[src/core/fault_sleep_params.svh]
`ifndef FAULT_SLEEP_PARAMS_SVH
`define FAULT_SLEEP_PARAMS_SVH

// ==========================================
// Widths
`define PRIO_W 3
`define ADDR_W 32

// ==========================================
// Reset values
`define ADDR_RST 32'h0000_0000
`define BIT_RST 1'b0

`endif

[src/core/fault_sleep_pkg.sv]
package fault_sleep_pkg;

  // ==========================================
  // Cause flags per fault class
  typedef struct packed {
    logic vector_read_fault_flag;
    logic escalation_indication_flag;
  } hard_st_s;

  typedef struct packed {
    logic instr_access_violation_flag;
    logic data_access_violation_flag;
    logic mem_push_violation_flag;
    logic mem_pop_violation_flag;
  } mem_st_s;

  typedef struct packed {
    logic bus_push_error_flag;
    logic bus_pop_error_flag;
    logic prefetch_bus_error_flag;
    logic exact_data_bus_error_flag;
    logic inexact_data_bus_error_flag;
  } bus_st_s;

  typedef struct packed {
    logic coprocessor_access_flag;
    logic undefined_opcode_flag;
    logic bad_execution_state_flag;
    logic bad_return_value_flag;
    logic misaligned_access_flag;
    logic zero_divisor_flag;
  } use_st_s;

  // ==========================================
  // Sleep states
  typedef enum logic [1:0] {
    PWR_RUN = 2'b00,
    PWR_IRQ_SLEEP = 2'b01,
    PWR_EVT_SLEEP = 2'b10
  } pwr_e;

endpackage

[src/core/fault_escalation_sleep_control.sv]
`timescale 1ns/1ps
`include "fault_sleep_params.svh"

module fault_escalation_sleep_control (
  input wire logic mclk_i,
  input wire logic nrst_i,
  input wire logic vec_read_err_i,
  input wire logic no_exec_fetch_i,
  input wire fault_sleep_pkg::mem_st_s mem_ev_i,
  input wire fault_sleep_pkg::bus_st_s bus_ev_i,
  input wire fault_sleep_pkg::use_st_s use_ev_i,
  input wire logic [`ADDR_W-1:0] fault_addr_i,
  input wire logic mem_en_i,
  input wire logic bus_en_i,
  input wire logic use_en_i,
  input wire logic [`PRIO_W-1:0] mem_prio_i,
  input wire logic [`PRIO_W-1:0] bus_prio_i,
  input wire logic [`PRIO_W-1:0] use_prio_i,
  input wire logic handler_mode_i,
  input wire logic [`PRIO_W-1:0] cur_prio_i,
  input wire logic in_nmi_i,
  input wire logic in_hard_i,
  input wire logic bus_entry_i,
  input wire logic nmi_i,
  input wire fault_sleep_pkg::hard_st_s hard_clear_i,
  input wire fault_sleep_pkg::mem_st_s mem_clear_i,
  input wire fault_sleep_pkg::bus_st_s bus_clear_i,
  input wire fault_sleep_pkg::use_st_s use_clear_i,
  input wire logic wait_interrupt_instr_i,
  input wire logic wait_event_instr_i,
  input wire logic send_event_instr_i,
  input wire logic ext_event_i,
  input wire logic exit_to_thread_i,
  input wire logic deep_sleep_select_bit_i,
  input wire logic sleep_after_handler_bit_i,
  input wire logic event_on_pending_bit_i,
  input wire logic priority_mask_bit_i,
  input wire logic fault_mask_bit_i,
  input wire logic exc_sufficient_i,
  input wire logic irq_above_cur_i,
  input wire logic irq_new_pend_i,
  output logic take_hard_o,
  output logic take_mem_o,
  output logic take_bus_o,
  output logic take_use_o,
  output fault_sleep_pkg::hard_st_s hard_fault_status_reg_o,
  output fault_sleep_pkg::mem_st_s mem_manage_status_reg_o,
  output fault_sleep_pkg::bus_st_s bus_fault_status_reg_o,
  output fault_sleep_pkg::use_st_s usage_fault_status_reg_o,
  output logic [`ADDR_W-1:0] mem_manage_address_reg_o,
  output logic [`ADDR_W-1:0] bus_fault_address_reg_o,
  output logic lockup_o,
  output logic sleep_o,
  output logic deep_sleep_o,
  output logic wake_o
);

  // ==========================================
  // Escalation decision
  function automatic logic esc_f(
    input logic en,
    input logic [`PRIO_W-1:0] prio,
    input logic hmode,
    input logic [`PRIO_W-1:0] cur,
    input logic fixed
  );
    esc_f = !en | fixed | (hmode & (prio >= cur));
  endfunction

  fault_sleep_pkg::pwr_e state;
  fault_sleep_pkg::pwr_e next_state;
  logic lock_from_nmi;
  logic event_latch;
  logic mem_any;
  logic bus_any;
  logic use_any;
  logic above_all;
  logic bus_keep;
  logic mem_esc;
  logic bus_esc;
  logic use_esc;
  logic any_esc;
  logic hard_req;
  logic go_lock;
  logic ev_set;
  logic ev_take;
  logic irq_wake;

  // ==========================================
  // Fault classification
  // no-execute fetch
  assign mem_any = no_exec_fetch_i | (|mem_ev_i);
  assign bus_any = |bus_ev_i;
  assign use_any = |use_ev_i;
  assign above_all = in_nmi_i | in_hard_i;
  assign bus_keep = bus_ev_i.bus_push_error_flag & bus_entry_i;
  assign mem_esc = mem_any & esc_f(mem_en_i, mem_prio_i, handler_mode_i, cur_prio_i, above_all);
  assign bus_esc = bus_any & !bus_keep
    & esc_f(bus_en_i, bus_prio_i, handler_mode_i, cur_prio_i, above_all);
  assign use_esc = use_any & esc_f(use_en_i, use_prio_i, handler_mode_i, cur_prio_i, above_all);
  assign any_esc = mem_esc | bus_esc | use_esc;
  assign hard_req = vec_read_err_i | any_esc;
  assign go_lock = hard_req & above_all & !lockup_o;

  // ==========================================
  // Handler requests
  always_ff @(posedge mclk_i or negedge nrst_i) begin
    if (!nrst_i) begin
      take_hard_o <= `BIT_RST;
      take_mem_o <= `BIT_RST;
      take_bus_o <= `BIT_RST;
      take_use_o <= `BIT_RST;
    end else begin
      take_hard_o <= hard_req & !above_all & !lockup_o;
      take_mem_o <= mem_any & !mem_esc & !lockup_o;
      take_bus_o <= bus_any & !bus_esc & !lockup_o;
      take_use_o <= use_any & !use_esc & !lockup_o;
    end
  end

  // ==========================================
  // Status flags, set wins over clear
  always_ff @(posedge mclk_i or negedge nrst_i) begin
    if (!nrst_i) begin
      hard_fault_status_reg_o <= '0;
    end else begin
      hard_fault_status_reg_o.vector_read_fault_flag <= vec_read_err_i
        | (hard_fault_status_reg_o.vector_read_fault_flag
           & !hard_clear_i.vector_read_fault_flag);
      hard_fault_status_reg_o.escalation_indication_flag <= any_esc
        | (hard_fault_status_reg_o.escalation_indication_flag
           & !hard_clear_i.escalation_indication_flag);
    end
  end

  always_ff @(posedge mclk_i or negedge nrst_i) begin
    if (!nrst_i) begin
      mem_manage_status_reg_o <= '0;
    end else begin
      mem_manage_status_reg_o <= (mem_manage_status_reg_o & ~mem_clear_i) | mem_ev_i
        | {no_exec_fetch_i, 3'b000};
    end
  end

  always_ff @(posedge mclk_i or negedge nrst_i) begin
    if (!nrst_i) begin
      bus_fault_status_reg_o <= '0;
    end else begin
      bus_fault_status_reg_o <= (bus_fault_status_reg_o & ~bus_clear_i) | bus_ev_i;
    end
  end

  always_ff @(posedge mclk_i or negedge nrst_i) begin
    if (!nrst_i) begin
      usage_fault_status_reg_o <= '0;
    end else begin
      usage_fault_status_reg_o <= (usage_fault_status_reg_o & ~use_clear_i) | use_ev_i;
    end
  end

  // ==========================================
  // Fault address capture
  always_ff @(posedge mclk_i or negedge nrst_i) begin
    if (!nrst_i) begin
      mem_manage_address_reg_o <= `ADDR_RST;
      bus_fault_address_reg_o <= `ADDR_RST;
    end else begin
      if (no_exec_fetch_i | mem_ev_i.instr_access_violation_flag
          | mem_ev_i.data_access_violation_flag) begin
        mem_manage_address_reg_o <= fault_addr_i;
      end
      if (bus_ev_i.exact_data_bus_error_flag | bus_ev_i.prefetch_bus_error_flag) begin
        bus_fault_address_reg_o <= fault_addr_i;
      end
    end
  end

  // ==========================================
  // Lockup
  always_ff @(posedge mclk_i or negedge nrst_i) begin
    if (!nrst_i) begin
      lockup_o <= `BIT_RST;
      lock_from_nmi <= `BIT_RST;
    end else if (go_lock) begin
      lockup_o <= 1'b1;
      lock_from_nmi <= in_nmi_i;
    end else if (lockup_o & nmi_i & !lock_from_nmi) begin
      lockup_o <= `BIT_RST;
    end
  end

  // ==========================================
  // Event latch
  // other processor event
  assign ev_set = ext_event_i | send_event_instr_i
    | (event_on_pending_bit_i & irq_new_pend_i);
  assign ev_take = event_latch
    & (((state == fault_sleep_pkg::PWR_RUN) & wait_event_instr_i & !lockup_o)
       | (state == fault_sleep_pkg::PWR_EVT_SLEEP));

  always_ff @(posedge mclk_i or negedge nrst_i) begin
    if (!nrst_i) begin
      event_latch <= `BIT_RST;
    end else begin
      event_latch <= ev_set | (event_latch & !ev_take);
    end
  end

  // ==========================================
  // Sleep state machine
  // sufficient exception wakes
  assign irq_wake = exc_sufficient_i
    | (irq_above_cur_i & priority_mask_bit_i & !fault_mask_bit_i);

  always_comb begin
    next_state = state;
    unique case (state)
      fault_sleep_pkg::PWR_RUN: begin
        if (lockup_o) begin
          next_state = fault_sleep_pkg::PWR_RUN;
        end else if (wait_interrupt_instr_i) begin
          next_state = fault_sleep_pkg::PWR_IRQ_SLEEP;
        end else if (wait_event_instr_i & !event_latch) begin
          next_state = fault_sleep_pkg::PWR_EVT_SLEEP;
        end else if (exit_to_thread_i & sleep_after_handler_bit_i) begin
          next_state = fault_sleep_pkg::PWR_IRQ_SLEEP;
        end
      end
      fault_sleep_pkg::PWR_IRQ_SLEEP: begin
        if (irq_wake) begin
          next_state = fault_sleep_pkg::PWR_RUN;
        end
      end
      fault_sleep_pkg::PWR_EVT_SLEEP: begin
        if (irq_wake | event_latch) begin
          next_state = fault_sleep_pkg::PWR_RUN;
        end
      end
      default: begin
        next_state = fault_sleep_pkg::PWR_RUN;
      end
    endcase
  end

  always_ff @(posedge mclk_i or negedge nrst_i) begin
    if (!nrst_i) begin
      state <= fault_sleep_pkg::PWR_RUN;
    end else begin
      state <= next_state;
    end
  end

  always_ff @(posedge mclk_i or negedge nrst_i) begin
    if (!nrst_i) begin
      sleep_o <= `BIT_RST;
      deep_sleep_o <= `BIT_RST;
      wake_o <= `BIT_RST;
    end else begin
      sleep_o <= next_state != fault_sleep_pkg::PWR_RUN;
      if (state == fault_sleep_pkg::PWR_RUN) begin
        deep_sleep_o <= (next_state != fault_sleep_pkg::PWR_RUN) & deep_sleep_select_bit_i;
      end else if (next_state == fault_sleep_pkg::PWR_RUN) begin
        deep_sleep_o <= `BIT_RST;
      end
      wake_o <= (state != fault_sleep_pkg::PWR_RUN) & (next_state == fault_sleep_pkg::PWR_RUN);
    end
  end
endmodule

[config.mk]
export PLATFORM = sky130hd
export DESIGN_NAME = fault_escalation_sleep_control
export DESIGN_NICKNAME = d
export VERILOG_FILES = /design/src/core/fault_sleep_pkg.sv /design/src/core/fault_escalation_sleep_control.sv
export VERILOG_INCLUDE_DIRS = /design/src /design/src/core
export SDC_FILE = /design/constraint.sdc
export NUM_CORES = 1
export LEC_CHECK = 0
export BUFFER_PORTS_ARGS = -buffer_cell sky130_fd_sc_hd__buf_2
export CAP_MARGIN = 15
export CORE_MARGIN = 1.5
export CORE_UTILIZATION = 41
export DETAILED_ROUTE_END_ITERATION = 16
export HOLD_SLACK_MARGIN = 0.03
export PLACE_DENSITY = 0.74
export SLEW_MARGIN = 20
export SYNTH_ARGS = -nofsm -noshare
export SYNTH_HDL_FRONTEND = slang
export SYNTH_SLANG_ARGS = --single-unit
[constraint.sdc]
create_clock -name mclk_i -period 1.5 [get_ports mclk_i]
set_input_delay 0 -clock mclk_i [delete_from_list [all_inputs] [get_ports mclk_i]]
set_output_delay 0 -clock mclk_i [all_outputs]
set_load 0.005 [all_outputs]
# Word-level counts from Yosys, hierarchy flattened
# Index checks and enable logic that the tools add are counted.
[classes]
magnitude_cmp = 3
eq_ne = 2
n_mux = 11
bitwise = 65
reduce_logical = 24
[op_table]
columns = ["cell", "count"]
rows = [
  ["bitwise AND 1 bit", 33],
  ["OR 1 bit", 22],
  ["logical NOT 1 bit", 15],
  ["2-to-1 mux 2 bit", 6],
  [">= comparator 3 bit", 3],
  ["OR 4 bit", 2],
  ["nonzero test 2 bit", 4],
  ["bitwise AND 6 bit", 1],
  ["NOT 6 bit", 1],
  ["OR 6 bit", 1],
  ["one-hot mux 2 bit (3 select lines)", 1],
  ["OR reduction 6 bit", 1],
  ["bitwise AND 5 bit", 1],
  ["NOT 5 bit", 1],
  ["OR 5 bit", 1],
  ["OR reduction 5 bit", 1],
  ["bitwise AND 4 bit", 1],
  ["logical NOT 2 bit", 2],
  ["2-to-1 mux 1 bit", 4],
  ["NOT 4 bit", 1],
  ["OR reduction 4 bit", 1],
  ["equality test 2 x 1 -> 1 bit, second input constant", 1],
  ["equality test 2 bit, second input constant", 1],
]
[totals]
ff_bits = 93
output_inout_bits = 89
word_cells = 135

# Depth between registers and ports, before layout
[depth]
word_depth = 10
mapped_depth = 7

# Worst setup path before layout
# Ideal clock, no wire load.
[synth_timing]
path_type = "register to register"
from = "register lockup_o"
to = "register deep_sleep_o"
t_arrival_ps = 1418
setup_slack_ps = -2
stages_incl_launch_ff = 7
n_path_buf = 1
period_less_slack_ps = 1502
path_cell_list = "dfrtp_1 buf_6 nand2b_4 or4_1 o31a_1 o22ai_2 a21boi_0"
[synth_via]
elab_chain_cells = 5
word_cells_on_any_way = 7
cone_classes = "mux: 3; bitwise: 1; reduce/logical: 3"
[synth_lines]
columns = ["item", "line_no", "rtl"]
rows = [
  ["start: declaration", "fault_escalation_sleep_control.sv:52", "output logic lockup_o,"],
  ["start signal: assignment", "fault_escalation_sleep_control.sv:182", "lockup_o <= `BIT_RST;"],
  ["start signal: assignment", "fault_escalation_sleep_control.sv:188", "lockup_o <= `BIT_RST;"],
  ["2-to-1 mux 2 bit *", "fault_escalation_sleep_control.sv:219", "if (lockup_o) begin"],
  ["one-hot mux 2 bit (3 select lines) *", "fault_escalation_sleep_control.sv:217", "unique case (state)"],
  ["nonzero test 2 bit", "fault_escalation_sleep_control.sv:261", "deep_sleep_o <= (next_state != fault_sleep_pkg::PWR_RUN) & deep_sleep_select_bit_i;"],
  ["bitwise AND 1 bit", "fault_escalation_sleep_control.sv:261", ""],
  ["2-to-1 mux 1 bit", "fault_escalation_sleep_control.sv:260", "if (state == fault_sleep_pkg::PWR_RUN) begin"],
  ["end signal: assignment", "fault_escalation_sleep_control.sv:256", "deep_sleep_o <= `BIT_RST;"],
  ["end signal: assignment", "fault_escalation_sleep_control.sv:261", ""],
  ["end signal: assignment", "fault_escalation_sleep_control.sv:263", "deep_sleep_o <= `BIT_RST;"],
  ["end: declaration", "fault_escalation_sleep_control.sv:54", "output logic deep_sleep_o,"],
]
# Every way passes the cells marked *; elsewhere a longest branch is shown, timed or not.
# A chain may end at the register's enable or synchronous reset.

# Final worst setup path
[layout_timing]
from = "register event_latch"
to = "register deep_sleep_o"
[layout_via]
elab_chain_cells = 9
word_cells_on_any_way = 13
cone_classes = "mux: 6; bitwise: 3; reduce/logical: 4"
[layout_lines]
columns = ["item", "line_no", "rtl"]
rows = [
  ["start: declaration", "fault_escalation_sleep_control.sv:73", "logic event_latch;"],
  ["start signal: assignment", "fault_escalation_sleep_control.sv:203", "event_latch <= `BIT_RST;"],
  ["start signal: assignment", "fault_escalation_sleep_control.sv:205", "event_latch <= ev_set | (event_latch & !ev_take);"],
  ["logical NOT 1 bit", "fault_escalation_sleep_control.sv:223", "end else if (wait_event_instr_i & !event_latch) begin"],
  ["bitwise AND 1 bit", "fault_escalation_sleep_control.sv:223", ""],
  ["2-to-1 mux 2 bit", "fault_escalation_sleep_control.sv:223", ""],
  ["2-to-1 mux 2 bit", "fault_escalation_sleep_control.sv:221", "end else if (wait_interrupt_instr_i) begin"],
  ["2-to-1 mux 2 bit", "fault_escalation_sleep_control.sv:219", ""],
  ["one-hot mux 2 bit (3 select lines) *", "fault_escalation_sleep_control.sv:217", ""],
  ["nonzero test 2 bit", "fault_escalation_sleep_control.sv:261", ""],
  ["bitwise AND 1 bit", "fault_escalation_sleep_control.sv:261", ""],
  ["2-to-1 mux 1 bit", "fault_escalation_sleep_control.sv:260", ""],
]
# Marks and branches as above.

==> results.cfg <==
[status]
outcome = completed

[setup_path]
cp-start-kind = flop
crit_end = deep_sleep_o
rrSetupSlack_ns = 0.05
critPathArrivalTime_ns = 1.71
startpoint = event_latch
cp_top_family = simple AND/OR/NAND/NOR gates
end_kind = flop
crit_fanout = 3
crit_required_ns = 1.77
crit_chain = or4_1 > o31a_1 > o22ai_2 > a21boi_1
cp_slowest_cell = or4_1
cpPeakStageDelay_ns = 0.54
path_depth = 4
r2r_end = deep_sleep_o
regToRegStartpoint = event_latch
crit_type = reg2reg
worst_r2r_path_depth = 4
timing.critical_path.buf_inv = 0

[synth]
synth_nets = 396
avgSynthCellArea_um2 = 13.61
ys_seq_area_share_pct = 59.79
synth.distinct_cells = 38
syn_area_um2 = 3892
yosysWarnings = 0
postSynthCellCount = 286
ys_ff_latch = 93

[timing]
period_share_pct = 96.41
fin_worst_skew_ns = 0.0009246
whs_ns = 0.09342
maxSlewViolCount = 0
tightest_slew_ns = 0.4323
layout_min_cycle_time_ns = 1.446
max_freq_mhz = 691.5
setup_viol = 0
worst_slack_ns = 0.05390
finalHoldViolations = 0
relSlewSlack_pct = 71.18

[cells_and_area]
final_util_pct = 65.61
fill_cells = 728
fin_cells = 700
drive_gt1_share_pct = 50.88
mostFrequentLayoutCells = buf_2, dfrtp_1, dlygate4sd3_1
regArea_um2 = 2327
area_delta_synth_final_pct = 55.74
final_common_cell = buf_2
multi_input_area_um2 = 1436
final_nets = 676

[global_routing]
antenna_found_initial = 1
track_usage_pct = 20.82
grt_overflow_total = 0
grt_max_degree = 59
grt_pass1_vias = 3562
grt_first_pass_wirelength_um = 16170

[route]
drtIter0Drc = 37
drtPass1Iterations = 4
avgViaCountPerCell = 4.776
vias = 3343
post-route-drc-count = 0
drt-total-wl_um = 10310
ant_nets = 0
wl_per_cell_um = 14.73

[place]
port_buffers = 189
gp_congestion = 0.7891
place_ws_ns = -0.05216
dpl.hpwl_um = 6938
placed_cells = 605

[power]
p_per_area_nw_per_um2 = 933.9
leakagePower_nw = 2.990
ir_worst_vdd_mv = 0.4668

[floorplanning]
fp.coreArea_um2 = 9240
die_y_um = 100.4
dieArea_um2 = 10090
pin_count = 190
start_util_pct = 42.13
rows = 35
die_w_um = 100.4

[run]
max_cap_violations = 0

[clocking]
clockRootBuffer = clkbuf_8
cts.clk_slew.worst_paths_ns = 0.08
h-tree-depth = 3
cts_buffers = 9
cts_sinks = 93
clk_latency_ns = 0.34
tritoncts = built
clock_tree.buffer_depth = 2

[hold_path]
hold_class = in2reg
[flip-flops by register name (all words and copies together), names as in the netlist]
| signal | count |
|---|---|
| take_mem_o | 1 |
| bus_fault_address_reg_o | 32 |
| hard_fault_status_reg_o | 2 |
| deep_sleep_o | 1 |
| state | 2 |
| take_bus_o | 1 |
| wake_o | 1 |
| mem_manage_address_reg_o | 32 |
| lock_from_nmi | 1 |
| event_latch | 1 |
| take_hard_o | 1 |
| take_use_o | 1 |
| mem_manage_status_reg_o | 4 |
| lockup_o | 1 |
| bus_fault_status_reg_o | 5 |
| usage_fault_status_reg_o | 6 |
| sleep_o | 1 |
[metal layers]
metal | track usage (%) | up-vias | routed length [um]
met4 | 10.40 | 0 | 345
met1 | 21.94 | 1611 | 3961
met2 | 38.83 | 142 | 5427
met3 | 4.666 | 27 | 579
met5 | 0 | - | 0
li1 | - | 1563 | -
[cells by family (layout without fill, tap and decap cells)]
| family | count (synthesis) | in the layout | share of synthesized area [%] |
|---|---|---|---|
| AO/OA/AOI/OAI | 47 | 47 | 9.033 |
| multiplexers | 65 | 65 | 18.77 |
| other | 0 | 1 | 0 |
| AND/OR/NAND/NOR | 36 | 36 | 5.529 |
| buffers and inverters | 36 | 320 | 3.986 |
| flip-flops | 93 | 93 | 59.79 |
| adder cells (fa/ha/maj) | 9 | 9 | 2.893 |
[worst reg2reg max path: stages, from the launching register on]
cell,delay (ns)
dfrtp_1,0.41
or4_1,0.54
o31a_1,0.13
o22ai_2,0.13
a21boi_1,0.17
[power by group]
| group | switching (mW) | internal [mW] | leakage, nW |
|---|---|---|---|
| combinational | 0.545 | 0.727 | 1.82 |
| sequential | 0.118 | 2.75 | 1.08 |
| clock | 0.859 | 0.660 | 0.0898 |
| total | 1.52 | 4.14 | 2.99 |
[Yosys cell counts, drive strengths merged]
library cell  instances  area share (%)
mux2                 64              19
o21ai                 6            0.77
nand2                 7            0.68
or4                   1            0.19
o31a                  1            0.23
a22o                  1            0.23
a31o                  2            0.45
o41ai                 1            0.71
mux2i                 1            0.26
a2111oi               1            0.23
or2                   1            0.16
inv                  26             2.5
o2111ai               1            0.23
a21o                 15             2.9
or3b                  1            0.23
nor3                  4            0.64
a31oi                 3            0.48
o22ai                 2            0.48
o31ai                 3            0.58
dfrtp                93              60
nor3b                 3            0.58
nor2                 10            0.96
nand2b                6             1.2
a211o                 1            0.23
clkbuf                2            0.19
o211ai                1            0.19
nor4b                 1            0.61
ha                    9             2.9
a21oi                 6            0.77
a211oi                2            0.39
a21boi                1            0.19
nor4                  2            0.32
buf                   8             1.3
[how the worst min path moves through the flow]
| stage | from | endpoint | slack (ns) | depth (start not counted) |
|---|---|---|---|---|
| after floorplan | nrst_i | bus_fault_address_reg_o[0] | -0.30 | 0 |
| after global placement | nrst_i | bus_fault_address_reg_o[11] | 0.01 | 2 |
| after detailed placement | nrst_i | bus_fault_address_reg_o[11] | 0.02 | 2 |
| after CTS | wait_event_instr_i | state[1] | 0.07 | 5 |
| after global routing | fault_mask_bit_i | sleep_o | 0.12 | 4 |
| final | wait_event_instr_i | state[1] | 0.09 | 5 |
[layout make-up]
cell class / count / area share (%)
clock inverters: 5 / 0.7018
diodes: 1 / 0.04128
flip-flops and latches: 93 / 38.39
repair buffers: 279 / 30.63
well taps: 129 / 2.663
inverters: 26 / 1.610
multi-input cells: 157 / 23.69
clock buffers: 10 / 2.270
[stage by stage]
step,power [mW],TNS (ns),instance area [um2]
after floorplan,3.439,0,3892
after global placement,3.967,-0.02254,5061
after detailed placement,4.010,-0.05216,5061
after CTS,5.710,0,6032
after global routing,5.987,-0.01488,6062
final,5.661,0,6062
[timing repair]
action	in CTS	in global routing
setup endpoints to repair	0	4
hold endpoints to repair	184	0
hold buffers	79	0
resized for setup	0	4
buffers inserted	0	3
Note: power is estimated with default switching activity, not from simulation.
